File: src/include/cco_consts.svh
`ifndef CCO_CONSTS_SVH
`define CCO_CONSTS_SVH

// ----------------------------------------
// register offsets
// ----------------------------------------
`define CCO_OFF_GATE     12'h000
`define CCO_OFF_MODE     12'h004
`define CCO_OFF_STAT     12'h008

// ----------------------------------------
// writable masks and reset values
// ----------------------------------------
`define CCO_GATE_WMASK_M 32'hbfdf_d0ff
`define CCO_GATE_WMASK_S 32'h81df_d0ff
`define CCO_GATE_RST     32'h0100_0000
`define CCO_MODE_WMASK_M 32'hf73f_003f
`define CCO_MODE_WMASK_S 32'hf72c_0000
`define CCO_MODE_RST     32'h0000_0000

// ----------------------------------------
// field positions
// ----------------------------------------
`define CCO_B_SYNC       31
`define CCO_B_STEER      24
`define CCO_B_GSM        22
`define CCO_B_AUX        19
`define CCO_B_ICS        16
`define CCO_B_RSEN       15
`define CCO_B_GM         14
`define CCO_B_SOFTWARE_SHUTDOWN       12
`define CCO_B_OUTPUT_TRIGGER_HOLD     31
`define CCO_B_OSC        28
`define CCO_B_OUTM       24
`define CCO_B_GROUP_ACE_POLARITY     21
`define CCO_B_GROUP_BDF_POLARITY     20
`define CCO_B_PSSACE     18
`define CCO_B_PSSBDF     16
`define CCO_B_TRIG       7
`define CCO_B_SHUTDOWN_ACTIVE_FLAG      4
`define CCO_B_CAPTURE_DISABLE_FLAG      2
`define CCO_B_ARM        10

// ----------------------------------------
// encodings
// ----------------------------------------
`define CCO_GSM_LEVEL    2'b00
`define CCO_GSM_RISE     2'b01
`define CCO_GSM_FALL     2'b10
`define CCO_AUX_OFF      2'b00
`define CCO_AUX_ROLL     2'b01
`define CCO_AUX_MODE     2'b10
`define CCO_AUX_EVT      2'b11
`define CCO_PSS_ACTIVE   2'b11
`define CCO_PSS_INACT    2'b10
`define CCO_ICS_PIN      3'h0
`define CCO_ICS_CMP_MAX  3'h3

`endif

File: src/include/cco_pkg.sv
package cco_pkg;

	// ----------------------------------------
	// shutdown / gate sources, bit order of the source mask
	// ----------------------------------------
	typedef struct packed {
		logic       fault_pin_b;
		logic       fault_pin_a;
		logic       logic_cell;
		logic [1:0] peer;
		logic [2:0] cmp;
	} cco_gate_src_t;

	typedef enum logic [1:0] {
		CCO_OS_IDLE = 2'b01,
		CCO_OS_RUN  = 2'b10
	} cco_os_state_t;

endpackage : cco_pkg

File: src/logic/cco_output_ctrl.sv
`timescale 1ns/1ps
// Overview of operation
// - with sync set, steering changes wait for time-base rollover; else immediate
// - steering bit one hands the pin to the module; B..F only multi-output
// - capture gate mode: level, rising-edge enable, falling-edge disable, one reserved
// - aux output: none, rollover pulse, mode signal, capture/compare events
// - capture source: pin, comparators 1..3, logic cells 1..4
// - restart enable clears shutdown flag at next period after shutdown input ends
// - gate-mode bit defers shutdown to next time-base rollover
// - software shutdown acts like a hardware source, same timing
// - eight-bit mask picks fault pins, logic cell, peers, comparators
// - trigger-hold with triggered mode keeps pins undriven until triggered, unless shutdown state 1x drives them
// - one-shot count n stretches a trigger to n plus one periods
// - three-bit output mode field selects the output mode
// - group A/C/E polarity bit set makes outputs active low
// - group B/D/F polarity bit, multi-output only, set makes active low
// - unimplemented bits read zero and ignore writes
// - shutdown flag reads one while outputs are held in shutdown
// - shutdown state: 11 drive active, 10 drive inactive, 0x high impedance
// - capture-disable flag blocks capture events while set
// - triggered-operation enable gates the trigger-hold behaviour
`include "cco_consts.svh"

module cco_output_ctrl #(
	parameter bit MULTI   = 1'b1,
	parameter int NPINS   = 6
) (
	input  wire logic                  pclk,
	input  wire logic                  presetn,
	input  wire logic                  psel,
	input  wire logic                  penable,
	input  wire logic                  pwrite,
	input  wire logic [11:0]           paddr,
	input  wire logic [31:0]           pwdata,
	output logic      [31:0]           prdata,
	output logic                       pready,
	output logic                       pslverr,
	input  wire logic                  tb_rollover,
	input  wire logic                  triggered_operation_enable,
	input  wire logic                  timer_triggered,
	input  wire logic                  one_shot_trigger,
	input  wire logic                  timer_mode,
	input  wire logic                  mode_signal,
	input  wire logic                  compare_event,
	input  wire logic [NPINS-1:0]      pwm_in,
	input  wire logic                  capture_input_pin,
	input  wire logic [2:0]            cmp_in,
	input  wire logic [3:0]            clc_in,
	input  wire cco_pkg::cco_gate_src_t gate_src,
	output logic      [NPINS-1:0]      pin_steer_enables,
	output logic      [NPINS-1:0]      oc_o,
	output logic      [NPINS-1:0]      oc_oe,
	output logic                       aux_out,
	output logic                       capture_event,
	output logic                       one_shot_active,
	output logic      [2:0]            output_mode_select,
	output logic                       shutdown_active_flag,
	output logic                       capture_disable_flag
);

	// ----------------------------------------
	// decode
	// ----------------------------------------
	function automatic logic [2:0] dec_addr(input logic [11:0] a);
		dec_addr = {a == `CCO_OFF_STAT, a == `CCO_OFF_MODE, a == `CCO_OFF_GATE};
	endfunction : dec_addr

	localparam logic [31:0] GATE_WM = MULTI ? `CCO_GATE_WMASK_M : `CCO_GATE_WMASK_S;
	localparam logic [31:0] MODE_WM = MULTI ? `CCO_MODE_WMASK_M : `CCO_MODE_WMASK_S;

	logic [2:0]  sel;
	logic        wr;
	logic [31:0] gate_q, gate_d;
	logic [31:0] mode_q, mode_d;

	assign sel     = dec_addr(paddr);
	assign wr      = psel & penable & pwrite;
	assign pready  = 1'b1;
	assign pslverr = psel & penable & ~(|sel);

	// ----------------------------------------
	// control registers
	// ----------------------------------------
	always_comb
	begin
		gate_d = gate_q;
		mode_d = mode_q;
		if (wr && sel[0])
			gate_d = pwdata & GATE_WM;
		if (wr && sel[1])
			mode_d = pwdata & MODE_WM;
	end

	always_ff @(posedge pclk or negedge presetn)
	begin
		if (!presetn)
		begin
			gate_q <= `CCO_GATE_RST;
			mode_q <= `CCO_MODE_RST;
		end
		else
		begin
			gate_q <= gate_d;
			mode_q <= mode_d;
		end
	end

	logic       f_sync, f_rsen, f_gm, f_software_shutdown, f_output_trigger_hold, f_group_ace_polarity, f_group_bdf_polarity;
	logic [1:0] f_gsm, f_aux, f_pssace, f_pssbdf;
	logic [2:0] f_ics, f_osc;
	logic [7:0] f_mask;

	assign f_sync   = gate_q[`CCO_B_SYNC];
	assign f_gsm    = gate_q[`CCO_B_GSM +: 2];
	assign f_aux    = gate_q[`CCO_B_AUX +: 2];
	assign f_ics    = gate_q[`CCO_B_ICS +: 3];
	assign f_rsen   = gate_q[`CCO_B_RSEN];
	assign f_gm     = gate_q[`CCO_B_GM];
	assign f_software_shutdown   = gate_q[`CCO_B_SOFTWARE_SHUTDOWN];
	assign f_mask   = gate_q[7:0];
	assign f_output_trigger_hold = mode_q[`CCO_B_OUTPUT_TRIGGER_HOLD];
	assign f_osc    = mode_q[`CCO_B_OSC +: 3];
	assign f_group_ace_polarity = mode_q[`CCO_B_GROUP_ACE_POLARITY];
	assign f_group_bdf_polarity = mode_q[`CCO_B_GROUP_BDF_POLARITY];
	assign f_pssace = mode_q[`CCO_B_PSSACE +: 2];
	assign f_pssbdf = mode_q[`CCO_B_PSSBDF +: 2];

	assign output_mode_select = mode_q[`CCO_B_OUTM +: 3];

	// ----------------------------------------
	// gating, shutdown, capture
	// ----------------------------------------
	logic [NPINS-1:0] steer_q, steer_d;
	logic        gate_raw, gate_fall, gate_rise;
	logic        geff_q, geff_d, gprev_q, gprev_d;
	logic        sd_q, sd_d, capture_disable_flag_q, capture_disable_flag_d, arm_q, arm_d;
	logic        csrc, cprev_q, cprev_d, cap_q, cap_d, aux_q, aux_d;
	logic        sw_clr_sd, sw_arm;

	assign gate_raw  = (|(f_mask & gate_src)) | f_software_shutdown;
	assign gate_rise = geff_q & ~gprev_q;
	assign gate_fall = ~geff_q & gprev_q;
	assign sw_clr_sd = wr & sel[2] & pwdata[`CCO_B_SHUTDOWN_ACTIVE_FLAG];
	assign sw_arm    = wr & sel[2] & pwdata[`CCO_B_ARM];

	always_comb
	begin
		case (f_ics)
			`CCO_ICS_PIN: csrc = capture_input_pin;
			3'h1, 3'h2, `CCO_ICS_CMP_MAX: csrc = cmp_in[f_ics[1:0] - 2'h1];
			default: csrc = clc_in[f_ics[1:0]];
		endcase
	end

	always_comb
	begin
		steer_d = steer_q;
		if (!f_sync || tb_rollover)
			steer_d = gate_q[`CCO_B_STEER +: NPINS];
		// deferred mode samples only at rollover so glitches between are ignored
		geff_d = f_gm ? (tb_rollover ? gate_raw : geff_q) : gate_raw;
		gprev_d = geff_q;
		sd_d = sd_q;
		if (sw_clr_sd)
			sd_d = 1'b0;
		if (f_rsen && tb_rollover && !geff_q)
			sd_d = 1'b0;
		if (geff_q)
			sd_d = 1'b1;
		arm_d = arm_q | sw_arm;
		capture_disable_flag_d = capture_disable_flag_q;
		case (f_gsm)
			`CCO_GSM_LEVEL: capture_disable_flag_d = ~geff_q;
			`CCO_GSM_RISE:
			begin
				if (arm_q && gate_rise)
				begin
					capture_disable_flag_d = 1'b0;
					arm_d   = sw_arm;
				end
			end
			`CCO_GSM_FALL:
			begin
				if (arm_q && gate_fall)
				begin
					capture_disable_flag_d = 1'b1;
					arm_d   = sw_arm;
				end
			end
			default: capture_disable_flag_d = capture_disable_flag_q;
		endcase
		cprev_d = csrc;
		cap_d = csrc & ~cprev_q & ~capture_disable_flag_q;
		case (f_aux)
			`CCO_AUX_ROLL: aux_d = tb_rollover;
			`CCO_AUX_MODE: aux_d = mode_signal;
			`CCO_AUX_EVT:  aux_d = ~timer_mode & (cap_q | compare_event);
			default:       aux_d = 1'b0;
		endcase
	end

	always_ff @(posedge pclk or negedge presetn)
	begin
		if (!presetn)
		begin
			steer_q <= '0;
			geff_q  <= 1'b0;
			gprev_q <= 1'b0;
			sd_q    <= 1'b0;
			arm_q   <= 1'b0;
			capture_disable_flag_q <= 1'b0;
			cprev_q <= 1'b0;
			cap_q   <= 1'b0;
			aux_q   <= 1'b0;
		end
		else
		begin
			steer_q <= steer_d;
			geff_q  <= geff_d;
			gprev_q <= gprev_d;
			sd_q    <= sd_d;
			arm_q   <= arm_d;
			capture_disable_flag_q <= capture_disable_flag_d;
			cprev_q <= cprev_d;
			cap_q   <= cap_d;
			aux_q   <= aux_d;
		end
	end

	assign pin_steer_enables    = steer_q;
	assign shutdown_active_flag = sd_q;
	assign capture_disable_flag = capture_disable_flag_q;
	assign capture_event        = cap_q;
	assign aux_out              = aux_q;

	// ----------------------------------------
	// one-shot stretch
	// ----------------------------------------
	cco_pkg::cco_os_state_t os_q, os_d;
	logic [2:0] oscnt_q, oscnt_d;

	always_comb
	begin
		os_d    = os_q;
		oscnt_d = oscnt_q;
		case (os_q)
			cco_pkg::CCO_OS_IDLE:
			begin
				if (one_shot_trigger)
				begin
					os_d    = cco_pkg::CCO_OS_RUN;
					oscnt_d = f_osc;
				end
			end
			cco_pkg::CCO_OS_RUN:
			begin
				if (tb_rollover)
				begin
					if (oscnt_q == 3'h0)
						os_d = cco_pkg::CCO_OS_IDLE;
					else
						oscnt_d = oscnt_q - 3'h1;
				end
			end
			default: os_d = cco_pkg::CCO_OS_IDLE;
		endcase
	end

	always_ff @(posedge pclk or negedge presetn)
	begin
		if (!presetn)
		begin
			os_q    <= cco_pkg::CCO_OS_IDLE;
			oscnt_q <= 3'h0;
		end
		else
		begin
			os_q    <= os_d;
			oscnt_q <= oscnt_d;
		end
	end

	assign one_shot_active = (os_q == cco_pkg::CCO_OS_RUN);

	// ----------------------------------------
	// pins
	// ----------------------------------------
	logic hold;

	// pins stay undriven before the trigger so the load sees no stale level
	assign hold = f_output_trigger_hold & triggered_operation_enable & ~timer_triggered;

	genvar gi;
	generate
		for (gi = 0; gi < NPINS; gi++)
		begin : g_pin
			logic       pol, o_d, oe_d, o_q, oe_q;
			logic [1:0] pss;
			assign pol = (gi % 2 == 0) ? f_group_ace_polarity : f_group_bdf_polarity;
			assign pss = (gi % 2 == 0) ? f_pssace : f_pssbdf;
			always_comb
			begin
				o_d  = pwm_in[gi] ^ pol;
				oe_d = steer_q[gi] & ~hold;
				if (sd_q)
				begin
					o_d  = (pss == `CCO_PSS_ACTIVE) ^ pol;
					oe_d = steer_q[gi] & pss[1];
				end
			end
			always_ff @(posedge pclk or negedge presetn)
			begin
				if (!presetn)
				begin
					o_q  <= 1'b0;
					oe_q <= 1'b0;
				end
				else
				begin
					o_q  <= o_d;
					oe_q <= oe_d;
				end
			end
			assign oc_o[gi]  = o_q;
			assign oc_oe[gi] = oe_q;
		end
	endgenerate

	// ----------------------------------------
	// read mux
	// ----------------------------------------
	always_comb
	begin
		prdata = 32'h0000_0000;
		if (sel[0])
			prdata = gate_q;
		else if (sel[1])
			prdata = mode_q;
		else if (sel[2])
		begin
			prdata[`CCO_B_TRIG]  = timer_triggered;
			prdata[`CCO_B_SHUTDOWN_ACTIVE_FLAG] = sd_q;
			prdata[`CCO_B_CAPTURE_DISABLE_FLAG] = capture_disable_flag_q;
		end
	end

endmodule : cco_output_ctrl

File: config.mk
export PLATFORM = sky130hd
export DESIGN_NAME = cco_output_ctrl
export DESIGN_NICKNAME = d
export VERILOG_FILES = /design/src/include/cco_pkg.sv /design/src/logic/cco_output_ctrl.sv
export VERILOG_INCLUDE_DIRS = /design/src /design/src/include
export SDC_FILE = /design/constraint.sdc
export NUM_CORES = 1
export LEC_CHECK = 0
export ABC_AREA = 0
export ABC_CLOCK_PERIOD_IN_PS = 5300
export BUFFER_PORTS_ARGS = -buffer_cell sky130_fd_sc_hd__buf_2
export CELL_PAD_IN_SITES_DETAIL_PLACEMENT = 0
export CELL_PAD_IN_SITES_GLOBAL_PLACEMENT = 1
export CORE_MARGIN = 2
export CORE_UTILIZATION = 41
export DETAILED_ROUTE_END_ITERATION = 8
export PLACE_DENSITY = 0.94
export REMOVE_ABC_BUFFERS = 1
export SETUP_SLACK_MARGIN = 0.5
export SYNTH_ARGS = -nofsm -noshare
export SYNTH_HDL_FRONTEND = slang
export SYNTH_SLANG_ARGS = --single-unit
export TNS_END_PERCENT = 1
File: constraint.sdc
create_clock -name pclk -period 5.3 [get_ports pclk]
set_input_delay 0.265 -clock pclk [delete_from_list [all_inputs] [get_ports pclk]]
set_output_delay 0.265 -clock pclk [all_outputs]
set_load 0.005 [all_outputs]
==> results.sh <==
export IMPL_power_switching_w=0.000290
export IMPL_drc=0
export IMPL_design_core_area_um2=9150
export IMPL_fin_hold_ws_ns=0.0809
export IMPL_finalSetupTns_ns=0
export IMPL_clk_latency_ns=0.34
export IMPL_cts_buffers=9
export IMPL_io_pins=138
export IMPL_routed_wl_um=9050
export IMPL_place_ws_ns=2.15
export IMPL_syn_inst=333
export IMPL_synth_xor_area_share_pct=1.38
export IMPL_wl_met2_um=4440
export IMPL_cpPeakStageDelay_ns=0.60
export IMPL_drt_met1_wl_um=3940
export IMPL_power_static_leakage_nw=2.47
export IMPL_synth_compound_area_share_pct=6.32
export IMPL_ctsHoldBuffers=0
export IMPL_synth_edf_count=0
export IMPL_post_cts_buffers=0
export IMPL_clk_pin_slew_ns=0.07
export IMPL_slew_viol_final=0
export IMPL_synth_seq_cells=75
export IMPL_syn_area_per_cell_um2=11.5
export IMPL_rsz0062_at_grt="no"
export IMPL_p_per_area_nw_per_um2=257
export IMPL_die_h_um=101
export IMPL_hold_path_class="in -> async"
export IMPL_grt_max_degree=76
export IMPL_cts_tree="built"
export IMPL_arrival_ns=2.48
export IMPL_finalHoldViolations=0
export IMPL_die_width_um=101
export IMPL_diodes=0
export IMPL_grt_pass1_vias=2881
export IMPL_pwr_share_clk_pct=34.6
export IMPL_cts_resized_gates=0
export IMPL_initial_core_util_pct=41.7
export IMPL_setup_ws_ns=2.55
export IMPL_cp_required_ns=5.04
export IMPL_cts_buffer_depth=2
export IMPL_cp_slowest_cell="or4_1"
export IMPL_slew_headroom_pct=25.3
export IMPL_routed_via_density=5.06
export IMPL_synthesis_area_um2=3820
export IMPL_post_dp_hpwl_um=6640
export IMPL_num_nets_final=531
export IMPL_fin_util_pct=50.0
export IMPL_synthAdderAreaFrac_pct=2.95
export IMPL_swShare_pct=24.7
export IMPL_dr_pass1_iters=4
export IMPL_postRouteAntennaNets=0
export IMPL_grt_ovfl_total=0
export IMPL_gp_congestion=0.827
export IMPL_status="finished clean"
export IMPL_worstSetupStartpointType="input pin"
export IMPL_ys_seq_area_share_pct=49.2
export IMPL_synth_area_mux_share_pct=20.1
export IMPL_vias=2827
export IMPL_finClkSkew_ns=0.00533
export IMPL_setup_viol=0
export IMPL_crit_family="simple AND/OR/NAND/NOR gates"
export IMPL_root_buffer="clkbuf_8"
export IMPL_cap_violations=0
export IMPL_synth_warnings=0
export IMPL_wl_per_cell_um=16.2
export IMPL_intPower_w=0.000884
export IMPL_end_kind="primary output"
export IMPL_period_needed_ns=2.75
export IMPL_routed_top_layer="met4"
export IMPL_cp_num_buf_inv=3
export IMPL_cpMostUsedCell="buf_2"
export IMPL_fmax_mhz=364
export IMPL_worstMarginPinSlew_ns=1.12
export IMPL_clock_sinks=75
export IMPL_met3_length_um=540
export IMPL_post_synth_num_cell_types=49
export IMPL_syn_to_final_growth_pct=19.8
export IMPL_ir_drop_mv=0.131
export IMPL_grt_pass1_wl_um=14000
export IMPL_dieArea_um2=10100
export IMPL_pwr_share_comb_pct=12.6
export IMPL_antenna_found_initial=0
export IMPL_synth_top_family_by_area="multiplexers"
export IMPL_worstPathMaxFanout=12
export IMPL_cts_htree_levels=3
export IMPL_finalCritPeriodShare_pct=51.9
export IMPL_grt_util_all_layers_pct=18.2
export IMPL_path_cells="buf_2 > or4_1 > or3_1 > buf_4 > nor2_1 > and2_1 > buf_2"
export IMPL_ys_async_sr_fraction_pct=100
export IMPL_critPathKind="in -> out"
export IMPL_p_seq_share_pct=52.7
export IMPL_drt_iter0_markers=63
export IMPL_synth_simple_gate_area_share_pct=12.1
export IMPL_ys_flop_type="dfrtp_1"
export IMPL_io_buffer_count=127
export IMPL_drive_gt1_share_pct=43.8
export IMPL_rows=35
[synthesized netlist by cell type (all sizes together) (8+ instances only)]
| master | instances | area [um2] |
|---|---|---|
| a21oi | 8 | 40.0 |
| and2 | 11 | 68.8 |
| buf | 27 | 204 |
| dfrtp | 73 | 1830 |
| ha | 9 | 113 |
| inv | 19 | 71.3 |
| mux2 | 51 | 574 |
| mux2i | 17 | 170 |
| nand2 | 11 | 41.3 |
| nor2 | 22 | 82.6 |
| nor3 | 9 | 56.3 |
| o21ai | 15 | 75.1 |
[cell families (layout without fill, tap and decap cells)]
logic type	Yosys count	after routing
muxes	69	69
xor gates and xnor gates	6	6
adders and majority gates	9	9
and+or+nand+nor	82	82
AOI/OAI and AO/OA	38	38
DFF	75	75
buffers and inverters	52	163
other	2	6
[placed cells by master (no fill, tap or decap), drive strengths merged, types with 3 or more instances in the layout]
| cell type | netlist | layout |
|---|---|---|
| nand2b | 3 | 3 |
| inv | 19 | 19 |
| and2 | 11 | 11 |
| o21ai | 15 | 15 |
| nor3 | 9 | 9 |
| mux2 | 51 | 51 |
| nor2b | 5 | 5 |
| a21oi | 8 | 8 |
| conb | 2 | 6 |
| nand2 | 11 | 11 |
| nor3b | 3 | 3 |
| buf | 27 | 129 |
| dfrtp | 73 | 73 |
| ha | 9 | 9 |
| clkbuf | 6 | 12 |
| nand3 | 4 | 4 |
| xor2 | 6 | 6 |
| mux2i | 17 | 17 |
| nor2 | 22 | 22 |
[power groups by stage]
stage,combinational [W],sequential (W),clock (W)
after floorplan,0.0000813,0.000626,0
after global placement,0.000145,0.000628,0
after detailed placement,0.000150,0.000630,0
after CTS,0.000151,0.000619,0.000422
after global routing,0.000169,0.000622,0.000445
final,0.000148,0.000619,0.000407
[registers in the layout (all words and copies together), names as in the netlist]
signal and cells:
oscnt_q 3, mode_q 19, pin_steer_enables 6, cprev_q 1, gate_q 25, capture_disable_flag 1, shutdown_active_flag 1, g_pin.oe_q 6
geff_q 1, aux_out 1, gprev_q 1, os_q 2, capture_event 1, g_pin.o_q 6, arm_q 1
[through the flow]
step / power (W) / std cells / instance area (um2)
after floorplan: 0.000708 / 304 / 3610
after global placement: 0.000773 / 544 / 4400
after detailed placement: 0.000780 / 544 / 4400
after CTS: 0.00119 / 559 / 4570
after global routing: 0.00124 / 559 / 4570
final: 0.00117 / 559 / 4570
[path summary, 6_finish.rpt]
path | depth (start not counted) | from | slack (ns) | end
setup / recovery | 7 | paddr[7] | 2.55 | prdata[15]
hold / removal | 1 | presetn | 0.08 | oscnt_q[2]
setup reg to reg | 6 | gate_q[16] | 3.38 | capture_event
hold reg to reg | 1 | cprev_q | 0.41 | capture_event
max in group asynchronous | 1 | presetn | 4.61 | gate_q[22]
min in group pclk | 2 | pwdata[30] | 0.15 | mode_q[30]
[final cells by class]
cell class / count / area, um2
repair buffers: 129 / 653
inverters: 19 / 71.3
clock inverters: 3 / 40.0
clock buffers: 12 / 135
well taps: 111 / 139
multi-input cells: 210 / 1660
fillers: 846 / 4580
flip-flops and latches: 75 / 1880
[routing by layer]
metal / global-route usage (%) / vias to the layer above
met5: 0 / -
met4: 5.37 / 0
met3: 4.99 / 13
met2: 30.8 / 94
met1: 22.8 / 1377
li1: - / 1343
No activity file was read; power rests on OpenSTA's default activity.
